[src/timcs_regs.svh]
// register offsets, field positions, reset values and timing counts of the tile mask and context block
// assumes a 32-bit Avalon-MM slave with word addressing in bytes
`ifndef TIMCS_REGS_SVH
`define TIMCS_REGS_SVH

// byte offsets (chosen, one aligned word each)
`define TIMCS_OFF_STALL_CNT 8'h00
`define TIMCS_OFF_STALL_TMO 8'h04
`define TIMCS_OFF_CYC_HI 8'h08
`define TIMCS_OFF_CYC_LO 8'h0c
`define TIMCS_OFF_CRIT 8'h10
`define TIMCS_OFF_CTX_PC 8'h14
`define TIMCS_OFF_CTX_ST 8'h18
`define TIMCS_OFF_ICSTAT 8'h1c
`define TIMCS_OFF_MASK_LO 8'h20
`define TIMCS_OFF_MASK_HI 8'h24
`define TIMCS_OFF_MCLR_LO 8'h28
`define TIMCS_OFF_MCLR_HI 8'h2c
`define TIMCS_OFF_MSET_LO 8'h30
`define TIMCS_OFF_MSET_HI 8'h34

// implemented mask bits; reserved ones stay zero
`define TIMCS_MASK_LO_IMPL 32'hfffc0782
`define TIMCS_MASK_HI_IMPL 32'h0001803f
`define TIMCS_MASK_LO_RST 32'hfffc0782
`define TIMCS_MASK_HI_RST 32'h0001803f

// context state fields
`define TIMCS_CTX_ICS_BIT 2
`define TIMCS_CTX_PL_MSB 1
`define TIMCS_CTX_PL_LSB 0

// stall timer: timeout units of 16 machine cycles
`define TIMCS_STALL_UNIT 5'h10
`define TIMCS_STALL_W 16

// answer value for unmapped reads
`define TIMCS_UNMAPPED 32'h00000000

`endif

[src/timcs_pkg.sv]
// types shared by the tile mask and context block
// assumes the offsets and field constants come from timcs_regs.svh
package timcs_pkg;

  // interrupt entry capture from the core
  typedef struct packed {
    logic take;
    logic [31:0] pc;
    logic [1:0] priv;
  } timcs_entry_t;

  // stall timer state
  typedef enum logic [1:0] {
    TIMCS_ST_IDLE,
    TIMCS_ST_COUNT,
    TIMCS_ST_FIRED
  } timcs_stall_st_t;

endpackage : timcs_pkg

[src/timcs_top.sv]
// tile interrupt mask, exceptional context, cycle counter and network stall watchdog
// assumes one 100 MHz clock, synchronous active-high reset, Avalon-MM master on the same clock;
// core-side inputs are on the same clock, the stall level and raw irq lines are on the same clock too
//
// Design decisions made here: the Avalon-MM slave port and the placing of the registers.
`timescale 1ns/100ps
`include "timcs_regs.svh"

////////////////////////////////////////////////////////////////////////////////
// Operation
// - stall interrupt after timeout times sixteen cycles
// - live stall counter readable and writable
// - 64-bit cycle counter advances every cycle
// - upper and lower halves readable separately
// - critical-section flag used by entry and return
// - entry captures interrupted pc in full
// - context bit 2 records critical section
// - context bits 1:0 hold level, rest zero
// - control status flag at bit 0 only
// - mask bit one disables, zero enables
// - low mask covers interrupts 0 to 31
// - high mask covers 32-37 plus bits 15,16
// - low bits 31..28 data, catch-all, notify
// - low bits 27..22 timers and guards
// - low bits 19,18,10..7,1 xlate, done, restock, memerr
// - mask bits reset one, reserved reset zero
// - high bits 5..2 control, 1 counter, 0 avail
// - high bits 16 and 15, reset one
// - clear alias clears written ones only
// - low clear alias uses low mask positions
// - set alias sets written ones only
// - high clear alias acts on 32-37 plus bits 15,16
module timcs_top #(
  parameter int STALL_W = `TIMCS_STALL_W
) (
  // clock and reset
  input wire logic core_clk,
  input wire logic rst,
  // avalon-mm slave
  input wire logic [7:0] avs_address,
  input wire logic avs_read,
  input wire logic avs_write,
  input wire logic [31:0] avs_writedata,
  input wire logic [3:0] avs_byteenable,
  output logic [31:0] avs_readdata,
  output logic avs_waitrequest,
  // core interrupt entry and return
  input wire timcs_pkg::timcs_entry_t irq_entry,
  input wire logic irq_return,
  // raw interrupt sources, low word is 0..31, high word is 32..48
  input wire logic [31:0] irq_raw_low,
  input wire logic [31:0] irq_raw_high,
  input wire logic net_stalled,
  // to the core
  output logic [31:0] irq_deliver_low,
  output logic [31:0] irq_deliver_high,
  output logic user_net_stall_timer,
  output logic irq_critical
);

  initial begin
    if (STALL_W < 1 || STALL_W > 32) $error("timcs_top: STALL_W must be 1..32");
  end

  // rolls the four byte lanes into a merged word
  function automatic logic [31:0] be_merge(input logic [31:0] old, input logic [31:0] wd, input logic [3:0] be);
    logic [31:0] r;
    r = old;
    for (int i = 0; i < 4; i++) begin
      if (be[i]) r[i*8 +: 8] = wd[i*8 +: 8];
    end
    return r;
  endfunction : be_merge

  // expands byte enables to a bit mask for the alias writes
  function automatic logic [31:0] be_bits(input logic [3:0] be);
    logic [31:0] r;
    r = '0;
    for (int i = 0; i < 4; i++) begin
      r[i*8 +: 8] = {8{be[i]}};
    end
    return r;
  endfunction : be_bits

  //////////////////////////////////////////////////////////////////////////////
  // bus handshake: one wait cycle, answer on the second cycle of the request
  logic ack_q;
  logic acc;
  logic wr_en;
  logic [31:0] wmask;
  assign acc = (avs_read || avs_write) && !ack_q;
  assign wr_en = avs_write && ack_q; // lands at the edge where the master sees waitrequest low
  assign wmask = be_bits(avs_byteenable);

  always_ff @(posedge core_clk) begin
    if (rst) ack_q <= 1'b0;
    else ack_q <= acc;
  end

  // waitrequest high at rest so a new request always waits one edge
  always_ff @(posedge core_clk) begin
    if (rst) avs_waitrequest <= 1'b1;
    else avs_waitrequest <= !acc;
  end

  // write strobes, taken in the answer cycle so the write lands with the handshake
  logic we_cnt, we_tmo, we_crit, we_pc, we_st, we_ics;
  logic we_mlo, we_mhi, we_clo, we_chi, we_slo, we_shi;
  assign we_cnt = wr_en && avs_address == `TIMCS_OFF_STALL_CNT;
  assign we_tmo = wr_en && avs_address == `TIMCS_OFF_STALL_TMO;
  assign we_crit = wr_en && avs_address == `TIMCS_OFF_CRIT;
  assign we_pc = wr_en && avs_address == `TIMCS_OFF_CTX_PC;
  assign we_st = wr_en && avs_address == `TIMCS_OFF_CTX_ST;
  assign we_ics = wr_en && avs_address == `TIMCS_OFF_ICSTAT;
  assign we_mlo = wr_en && avs_address == `TIMCS_OFF_MASK_LO;
  assign we_mhi = wr_en && avs_address == `TIMCS_OFF_MASK_HI;
  assign we_clo = wr_en && avs_address == `TIMCS_OFF_MCLR_LO;
  assign we_chi = wr_en && avs_address == `TIMCS_OFF_MCLR_HI;
  assign we_slo = wr_en && avs_address == `TIMCS_OFF_MSET_LO;
  assign we_shi = wr_en && avs_address == `TIMCS_OFF_MSET_HI;

  //////////////////////////////////////////////////////////////////////////////
  // cycle counter
  logic [63:0] cyc_q;
  always_ff @(posedge core_clk) begin
    if (rst) cyc_q <= 64'h0;
    else cyc_q <= cyc_q + 64'h1;
  end

  //////////////////////////////////////////////////////////////////////////////
  // stall watchdog: prescaler gives one enable every sixteen cycles
  logic [STALL_W-1:0] stall_tmo_q;
  logic [STALL_W-1:0] stall_cnt_q;
  logic [4:0] pre_q;
  logic tick;
  timcs_pkg::timcs_stall_st_t st_q;
  assign tick = pre_q == `TIMCS_STALL_UNIT - 5'h1;

  always_ff @(posedge core_clk) begin
    if (rst) stall_tmo_q <= '0;
    else if (we_tmo) stall_tmo_q <= STALL_W'(be_merge(32'(stall_tmo_q), avs_writedata, avs_byteenable));
  end

  // prescaler restarts with the stall so the first step is a full sixteen cycles
  always_ff @(posedge core_clk) begin
    if (rst || !net_stalled || tick) pre_q <= 5'h0;
    else pre_q <= pre_q + 5'h1;
  end

  // a software restore wins over counting so a saved context resumes exactly
  always_ff @(posedge core_clk) begin
    if (rst) begin
      stall_cnt_q <= '0;
      st_q <= timcs_pkg::TIMCS_ST_IDLE;
    end else if (we_cnt) begin
      stall_cnt_q <= STALL_W'(be_merge(32'(stall_cnt_q), avs_writedata, avs_byteenable));
      st_q <= net_stalled ? timcs_pkg::TIMCS_ST_COUNT : timcs_pkg::TIMCS_ST_IDLE;
    end else begin
      case (st_q)
        timcs_pkg::TIMCS_ST_IDLE: begin
          stall_cnt_q <= stall_tmo_q;
          if (net_stalled) st_q <= timcs_pkg::TIMCS_ST_COUNT;
        end
        timcs_pkg::TIMCS_ST_COUNT: begin
          if (!net_stalled) begin
            stall_cnt_q <= stall_tmo_q;
            st_q <= timcs_pkg::TIMCS_ST_IDLE;
          end else if (tick) begin
            if (stall_cnt_q <= STALL_W'(1)) begin
              stall_cnt_q <= '0;
              st_q <= timcs_pkg::TIMCS_ST_FIRED;
            end else begin
              stall_cnt_q <= stall_cnt_q - STALL_W'(1);
            end
          end
        end
        timcs_pkg::TIMCS_ST_FIRED: begin
          if (!net_stalled) begin
            stall_cnt_q <= stall_tmo_q;
            st_q <= timcs_pkg::TIMCS_ST_IDLE;
          end
        end
        default: st_q <= timcs_pkg::TIMCS_ST_IDLE;
      endcase
    end
  end

  // stall interrupt level, held while the stall persists past the timeout
  always_ff @(posedge core_clk) begin
    if (rst) user_net_stall_timer <= 1'b0;
    else user_net_stall_timer <= st_q == timcs_pkg::TIMCS_ST_FIRED && net_stalled;
  end

  //////////////////////////////////////////////////////////////////////////////
  // critical section flag: entry sets it, return restores the saved bit
  logic crit_q;
  logic [31:0] ctx_pc_q;
  logic [2:0] ctx_st_q;
  always_ff @(posedge core_clk) begin
    if (rst) crit_q <= 1'b0;
    else if (irq_entry.take) crit_q <= 1'b1;
    else if (irq_return) crit_q <= ctx_st_q[`TIMCS_CTX_ICS_BIT];
    else if (we_crit && avs_byteenable[0]) crit_q <= avs_writedata[0];
  end

  always_ff @(posedge core_clk) begin
    if (rst) irq_critical <= 1'b0;
    else if (irq_entry.take) irq_critical <= 1'b1;
    else if (irq_return) irq_critical <= ctx_st_q[`TIMCS_CTX_ICS_BIT];
    else if (we_crit && avs_byteenable[0]) irq_critical <= avs_writedata[0];
  end

  // exceptional context capture; hardware entry beats a software write
  always_ff @(posedge core_clk) begin
    if (rst) ctx_pc_q <= 32'h0;
    else if (irq_entry.take) ctx_pc_q <= irq_entry.pc;
    else if (we_pc) ctx_pc_q <= be_merge(ctx_pc_q, avs_writedata, avs_byteenable);
  end

  always_ff @(posedge core_clk) begin
    if (rst) ctx_st_q <= 3'h0;
    else if (irq_entry.take) ctx_st_q <= {crit_q, irq_entry.priv};
    else if (we_st && avs_byteenable[0]) ctx_st_q <= avs_writedata[2:0];
  end

  //////////////////////////////////////////////////////////////////////////////
  // interrupt control status bit 0, plain software flag
  logic ics_q;
  always_ff @(posedge core_clk) begin
    if (rst) ics_q <= 1'b0;
    else if (we_ics && avs_byteenable[0]) ics_q <= avs_writedata[0];
  end

  //////////////////////////////////////////////////////////////////////////////
  // mask pair; direct write, then clear alias, then set alias, so the direct write wins
  logic [31:0] mask_lo_q;
  logic [31:0] mask_hi_q;
  logic [31:0] wd_bits;
  assign wd_bits = avs_writedata & wmask;

  always_ff @(posedge core_clk) begin
    if (rst) mask_lo_q <= `TIMCS_MASK_LO_RST;
    else if (we_mlo) mask_lo_q <= be_merge(mask_lo_q, avs_writedata, avs_byteenable) & `TIMCS_MASK_LO_IMPL;
    else if (we_clo) mask_lo_q <= mask_lo_q & ~wd_bits;
    else if (we_slo) mask_lo_q <= (mask_lo_q | wd_bits) & `TIMCS_MASK_LO_IMPL;
  end

  always_ff @(posedge core_clk) begin
    if (rst) mask_hi_q <= `TIMCS_MASK_HI_RST;
    else if (we_mhi) mask_hi_q <= be_merge(mask_hi_q, avs_writedata, avs_byteenable) & `TIMCS_MASK_HI_IMPL;
    else if (we_chi) mask_hi_q <= mask_hi_q & ~wd_bits;
    else if (we_shi) mask_hi_q <= (mask_hi_q | wd_bits) & `TIMCS_MASK_HI_IMPL;
  end

  // bit positions follow the interrupt numbering; the control status flag feeds level0_ctrl_irq (bit 5)
  logic [31:0] raw_hi_eff;
  assign raw_hi_eff = irq_raw_high | {26'h0, ics_q, 5'h0};

  always_ff @(posedge core_clk) begin
    if (rst) begin
      irq_deliver_low <= 32'h0;
      irq_deliver_high <= 32'h0;
    end else begin
      irq_deliver_low <= irq_raw_low & ~mask_lo_q & `TIMCS_MASK_LO_IMPL;
      irq_deliver_high <= raw_hi_eff & ~mask_hi_q & `TIMCS_MASK_HI_IMPL;
    end
  end

  //////////////////////////////////////////////////////////////////////////////
  // read mux; aliases read zero, unmapped reads zero
  logic [31:0] rd_d;
  always_comb begin
    case (avs_address)
      `TIMCS_OFF_STALL_CNT: rd_d = 32'(stall_cnt_q);
      `TIMCS_OFF_STALL_TMO: rd_d = 32'(stall_tmo_q);
      `TIMCS_OFF_CYC_HI: rd_d = cyc_q[63:32];
      `TIMCS_OFF_CYC_LO: rd_d = cyc_q[31:0];
      `TIMCS_OFF_CRIT: rd_d = {31'h0, crit_q};
      `TIMCS_OFF_CTX_PC: rd_d = ctx_pc_q;
      `TIMCS_OFF_CTX_ST: rd_d = {29'h0, ctx_st_q};
      `TIMCS_OFF_ICSTAT: rd_d = {31'h0, ics_q};
      `TIMCS_OFF_MASK_LO: rd_d = mask_lo_q;
      `TIMCS_OFF_MASK_HI: rd_d = mask_hi_q;
      default: rd_d = `TIMCS_UNMAPPED;
    endcase
  end

  always_ff @(posedge core_clk) begin
    if (rst) avs_readdata <= 32'h0;
    else if (acc && avs_read) avs_readdata <= rd_d;
  end

  //////////////////////////////////////////////////////////////////////////////
  // checks
  logic [31:0] past_hi_q;
  always_ff @(posedge core_clk) begin
    past_hi_q <= cyc_q[31:0];
  end

  cyc_step_a: assert property (@(posedge core_clk) disable iff (rst)
    !$past(rst) |-> cyc_q == $past(cyc_q) + 64'h1)
    else $error("cycle counter did not advance");

  mask_reset_a: assert property (@(posedge core_clk)
    $past(rst) |-> mask_lo_q == `TIMCS_MASK_LO_RST && mask_hi_q == `TIMCS_MASK_HI_RST)
    else $error("mask reset value wrong");

  clear_alias_a: assert property (@(posedge core_clk) disable iff (rst)
    we_clo && !we_mlo |=> (mask_lo_q & $past(wd_bits)) == 32'h0)
    else $error("clear alias left a bit set");

  clear_keep_a: assert property (@(posedge core_clk) disable iff (rst)
    we_chi |=> (mask_hi_q & ~$past(wd_bits)) == ($past(mask_hi_q) & ~$past(wd_bits)))
    else $error("high clear alias disturbed other bits");

  set_alias_a: assert property (@(posedge core_clk) disable iff (rst)
    we_slo |=> (mask_lo_q & ($past(wd_bits) & `TIMCS_MASK_LO_IMPL)) == ($past(wd_bits) & `TIMCS_MASK_LO_IMPL))
    else $error("set alias missed a bit");

  deliver_mask_a: assert property (@(posedge core_clk) disable iff (rst)
    ##1 (irq_deliver_low & $past(mask_lo_q)) == 32'h0)
    else $error("masked interrupt delivered");

  ctx_capture_a: assert property (@(posedge core_clk) disable iff (rst)
    irq_entry.take |=> ctx_pc_q == $past(irq_entry.pc) && ctx_st_q[1:0] == $past(irq_entry.priv))
    else $error("context not captured");

  ctx_ics_a: assert property (@(posedge core_clk) disable iff (rst)
    irq_entry.take |=> ctx_st_q[2] == $past(crit_q) && crit_q)
    else $error("critical bit not saved");

  stall_fire_a: assert property (@(posedge core_clk) disable iff (rst)
    st_q == timcs_pkg::TIMCS_ST_COUNT && net_stalled && tick && stall_cnt_q == STALL_W'(1) && !we_cnt
      |=> st_q == timcs_pkg::TIMCS_ST_FIRED ##1 (user_net_stall_timer || !net_stalled))
    else $error("stall interrupt not raised");

  stall_reload_a: assert property (@(posedge core_clk) disable iff (rst)
    !net_stalled && !we_cnt |=> stall_cnt_q == $past(stall_tmo_q))
    else $error("stall counter not reloaded");

endmodule : timcs_top

[config.mk]
export PLATFORM = sky130hd
export DESIGN_NAME = timcs_top
export DESIGN_NICKNAME = d
export VERILOG_FILES = /design/src/timcs_pkg.sv /design/src/timcs_top.sv
export VERILOG_INCLUDE_DIRS = /design/src /design/src/src
export SDC_FILE = /design/constraint.sdc
export NUM_CORES = 1
export LEC_CHECK = 0
export BUFFER_PORTS_ARGS = -buffer_cell sky130_fd_sc_hd__buf_2
export CORE_MARGIN = 8
export CORE_UTILIZATION = 35
export CTS_BUF_LIST = sky130_fd_sc_hd__clkbuf_4 sky130_fd_sc_hd__clkbuf_8 sky130_fd_sc_hd__clkbuf_16
export DETAILED_ROUTE_END_ITERATION = 7
export PLACE_DENSITY = 0.58
export SYNTH_ARGS = -nofsm -noshare
export SYNTH_HDL_FRONTEND = slang
export SYNTH_SLANG_ARGS = --single-unit
[constraint.sdc]
create_clock -name core_clk -period 2.4 [get_ports core_clk]
set_input_delay 0.12 -clock core_clk [delete_from_list [all_inputs] [get_ports core_clk]]
set_output_delay 0.12 -clock core_clk [all_outputs]
set_load 0.01 [all_outputs]
* After elaboration in Yosys (flattened, before gate mapping)
Index checks and enable logic that the tools add are counted.
** Storage, ports and cells
- Register bits :: 303
- Word-level logic and storage cells :: 170
- Output and inout bits :: 99
** Operators by class
- Reduce and logical (&&, ||, !) cells :: 57
- Add/sub/neg operators :: 3
- $lt $le $gt $ge :: 1
- Bitwise gates (word level) :: 11
- Mux-type cells :: 38
- Equality and inequality tests :: 29
** Operators with widths (number)
- $pmux 32 s10 :: 1
- $mux 32 :: 7
- $and 32x32->32 :: 4
- $mux 16 :: 5
- $add 64x1->64 const B :: 1
- $not 32->32 :: 2
- $mux 8 :: 7
- $eq 8x6->1 const B :: 6
- $pmux 16 s3 :: 1
- $eq 8x5->1 const B :: 4
- $or 32x32->32 :: 1
- $reduce_and 2->1 :: 13
- $logic_and 1x1->1 :: 19
- $ne 2x2->1 const B :: 9
- $and 17x17->17 :: 1
- $mux 17 :: 1
- $not 17->17 :: 1
- $or 17x17->17 :: 1
- $or 17x6->17 :: 1
- $eq 8x4->1 const B :: 2
- $le 16x1->1 const B :: 1
- $reduce_bool 2->1 :: 8
- $sub 16x1->16 const B :: 1
- $mux 2 :: 6
- other kinds (19) :: 36

* Depth between registers and ports, before layout
- Depth after elaboration :: 6
- Depth in mapped cells :: 9

* Least setup slack after synthesis
Ideal clock, no wire load.
- Kind :: reg-to-reg
- Start point :: register cyc_q[14]
- End point :: register cyc_q[58]
- Stages on the path, launching flop included :: 9
- Setup slack :: 0.199 ns
- Arrival :: 2.069 ns
- Data required time :: 2.268 ns
- Library setup time :: 0.132 ns
- Cells stage by stage :: dfxtp_1 and4_1 buf_2 nand2_1 or4_4 buf_2 buf_2 o41ai_1 a21oi_1
** On the way
- Cells in the longest elaborated chain, start to end :: 1
** Ends and longest elaborated chain
- start: declaration :: line timcs_top.sv:124 : logic [63:0] cyc_q;
- start signal: assignment :: line timcs_top.sv:127 : else cyc_q <= cyc_q + 64'h1;
- $add 64x1->64 :: line timcs_top.sv:127
Every way passes these cells.
A chain may end at the register's enable or synchronous reset.

* Worst setup path after layout
- Start point :: register cyc_q[35]
- End point :: register cyc_q[60]
The elaborated chain is that of the path after synthesis.

==> results.md <==
* DR iter-0 viols at roughly 1200
* DRC Markers at 0
* Row cnt at 70
* Diode count at 0
* R2r setup slk at slightly above 0.1 ns
* Final hold viol count at 0
* Clock Skew at 0.0213 ns
* Die area at about 44000 um2
* Worst hold path class: input pin to flop
* Worst slew margin at 0.148
* Ys async rst share at 0
* Final max-slew violation count at 0
* Port Buffers at around 170
* Largest net degree at the start of global routing at about 130
* Worst reg-to-reg path cell count at 5
* RSZ-0062 raised after global routing: no
* Commonest cells in the netlist: dfxtp_1 (266), nor2_1 (130), a21oi_1 (99), clkbuf_1 (99), nand2_1 (73)
* Vias in the first global route at 12600
* Syn. warnings at 0
* Max-Cap Viols at 0
* Number of top-level pins at 248
* Total wire length after detailed routing at approximately 50 mm
* Data required time of the critical path at 2.90 ns
* Peak supply drop at 0.000514 V
* Max clock buf depth at 3
* Slew of the pin with the lowest slew margin at around 1.3 ns
* Top cell type's share of synthesized area at 0.409
* # setup viols final at 0
* CP peak stage delay at around 0.74 ns
* Die height at 209 um
* Switching share of total power at 0.245
* Post-CTS setup buffer count at 0
* Yosys top cell by area: dfxtp_1
* Routed Antenna Nets at 0
* Switch Pwr at 2.45 mW
* Hold path startpoint: irq_entry[8]
* Main synth FF type: dfxtp_1
* H-tree levels at 1
* Vias post-DR at 12800
* CTS tree: done
* Pleak at 6.95 nW
* Internal power at 7.57 mW
* Area delta synth->final at 29.3%
* CTS root buf: clkbuf_16
* Register area share after synthesis at 0.409
* Count leader, synth: dfxtp_1
* NumNets Final at around 1900
* Overall die width at ~210 um
* Setup TNS at 0 ns
* Critical path type: flop to flop
* Seq pwr share at 0.452
* DRT Pass-1 Iters at 8
* EDFF count, synth at 0
* Hold WS at 0.0319 ns
* Syn avg cell area at approximately 8.9 um2
* Reg2reg start: cyc_q[35]$_SDFF_PP0_
* Min Tclk post-route at between 2 and 2.5 ns
* Clk slew on worst S/H paths at approximately 0.060 ns
* Critical Path AT at 2.80 ns
* Mapped Area at about 13000 um2
* Layout cells sized above 1 at 0.214
* Clock sinks at around 270
* Antenna violations before repair at 2
* Critical Path Start Type: flop
* Clock Latency Late Sink at 0.58 ns
* Distinct cells, synth at 76
* Hold EP: ctx_pc_q[6]$_SDFFE_PP0P_
* Fillers at between 3000 and 4000
* Max stage delay cell, worst path: or4_4
* WL/cell at ~22 um
* Clock Power Share at 0.451
* First-pass GRT wire length at around 76 mm
* Fmax at approximately 440 MHz
* Post-route design area at 16800 um2
* GRT overflow at 0
* Global placement routability congestion at approximately 0.9
* Reg-to-reg endpoint: cyc_q[60]$_SDFF_PP0_
* Crit-path leading delay family: simple AND/OR/NAND/NOR gates
* Detailed Place HPWL at between 30 and 40 mm
* Synthesized instance count at 1459
* Synth Register Bits at roughly 270
* Worst path bufs/invs at 0
* Total CTS buffers at 30
* Post-DP Area at around 15000 um2
* Power density cells at approximately 600 nW/um2
* Top post-synthesis cells by area: dfxtp_1 (41%), mux2i_1 (4.8%), a21oi_1 (3.8%)
* Starting Density at 0.356
* Vias/cell at 5.73
* CP Cell Sequence: and4_2, nand3_2, or4_4, or4_1, a21oi_1
* Worst Hold Path Cells at 3
* Crit end category: flop
* Core box area at ~37000 um2
* Tcrit/Tclk final at 0.957
* Status: finished clean
* Total track usage at 0.221
* Power share of the combinational group at 0.096
* Crit Path Max Fanout at 40
kinds of logic after synthesis:
| logic type | share of synthesized area |
|---|---|
| AOI/OAI and AO/OA | 0.236 |
| other | 0.000288 |
| buffers and inverters | 0.0664 |
| and+or+nand+nor | 0.195 |
| xor gates and xnor gates | 0.0269 |
| muxes | 0.0614 |
| adders and majority gates | 0.00480 |
| DFF | 0.409 |
power by group through the flow:
stage	Sequential (mW)	Clock [mW]	Combinational, mW
final	4.54	4.52	0.966
after global routing	4.54	4.79	1.04
after CTS	4.53	4.59	0.945
after detailed placement	4.63	0	0.782
after global placement	4.63	0	0.775
after floorplan	4.61	0	0.483
stage by stage:
step                      power, mW  cells  setup slack (ns)  utilization
after floorplan                5.09   1495             0.199            -
after global placement         5.40   2074             0.112        0.401
after CTS                      10.1   2241            0.0357        0.459
final                          10.0   2241             0.104        0.460
after global routing           10.4   2241            0.0123        0.460
after detailed placement       5.41   2074            0.0824        0.401
worst max-delay path by stage:
stage                         start  slack, ns  depth (start not counted)                   endpoint
2_1_floorplan  cyc_q[14]$_SDFF_PP0_       0.20                          8       cyc_q[58]$_SDFF_PP0_
3_3_place_gp   cyc_q[33]$_SDFF_PP0_       0.11                          5       cyc_q[58]$_SDFF_PP0_
3_5_place_dp   cyc_q[33]$_SDFF_PP0_       0.08                          5       cyc_q[45]$_SDFF_PP0_
4_1_cts            ack_q$_SDFF_PP0_       0.04                          7  ctx_pc_q[27]$_SDFFE_PP0P_
5_1_grt            ack_q$_SDFF_PP0_       0.01                          7   ctx_pc_q[7]$_SDFFE_PP0P_
6_report       cyc_q[35]$_SDFF_PP0_       0.10                          5       cyc_q[60]$_SDFF_PP0_
final cells by class:
type | instances | area (um2) | area share
Multi-Input combinational cell | 1048 | 7000 | 0.416
Sequential cell | 266 | 5340 | 0.317
Timing Repair Buffer | 388 | 2880 | 0.171
Clock buffer | 45 | 901 | 0.0535
Tap cell | 468 | 586 | 0.0348
Inverter | 21 | 78.8 | 0.00468
Clock inverter | 5 | 61.3 | 0.00364
repair_timing:
action                                 CTS  global route
gates resized for setup                  0            13
endpoints found under the hold margin  158             0
hold buffers                           117             0
setup endpoints to repair                0            31
layer usage:
| metal | vias up | share of wire | global-route usage | wire length (um) |
|---|---|---|---|---|
| li1 | 6005 | - | - | - |
| met1 | 6152 | 0.42 | 0.288 | 21200 |
| met2 | 578 | 0.44 | 0.345 | 22200 |
| met3 | 104 | 0.095 | 0.0549 | 4750 |
| met4 | 2 | 0.037 | 0.0926 | 1860 |
| met5 | - | 0.00026 | 0 | 13 |
cell usage in the layout (no fill, tap or decap), drive strengths merged, types with 6 or more instances in the layout:
cell         netlist  final
a22oi             37     37
a211oi            35     35
nor4              15     15
xnor2             18     18
a221o             24     24
and3              16     16
mux2              11     11
nor2             131    131
buf               61    271
xor2              22     22
or3               11     11
o21ai             56     56
nor3b             47     47
nand2             73     73
nor2b              6      6
nand3             52     52
o211a             36     36
nor3              20     20
conb               1     37
dlygate4sd3        0    117
a221oi            14     14
a22o              15     15
nand4             25     25
o31ai             27     27
dfxtp            266    266
a21o              23     23
clkbuf            99     45
mux2i             64     64
a21oi             99     99
inv               21     21
or4               25     25
a222oi            20     20
and4              12     12
or2                6      6
and2               9      9
worst min-delay path: stages:
cell	delay (ns)
buf_2	0.09
nor2_1	0.08
a211oi_1	0.25
(Power assumes the default switching activity.)
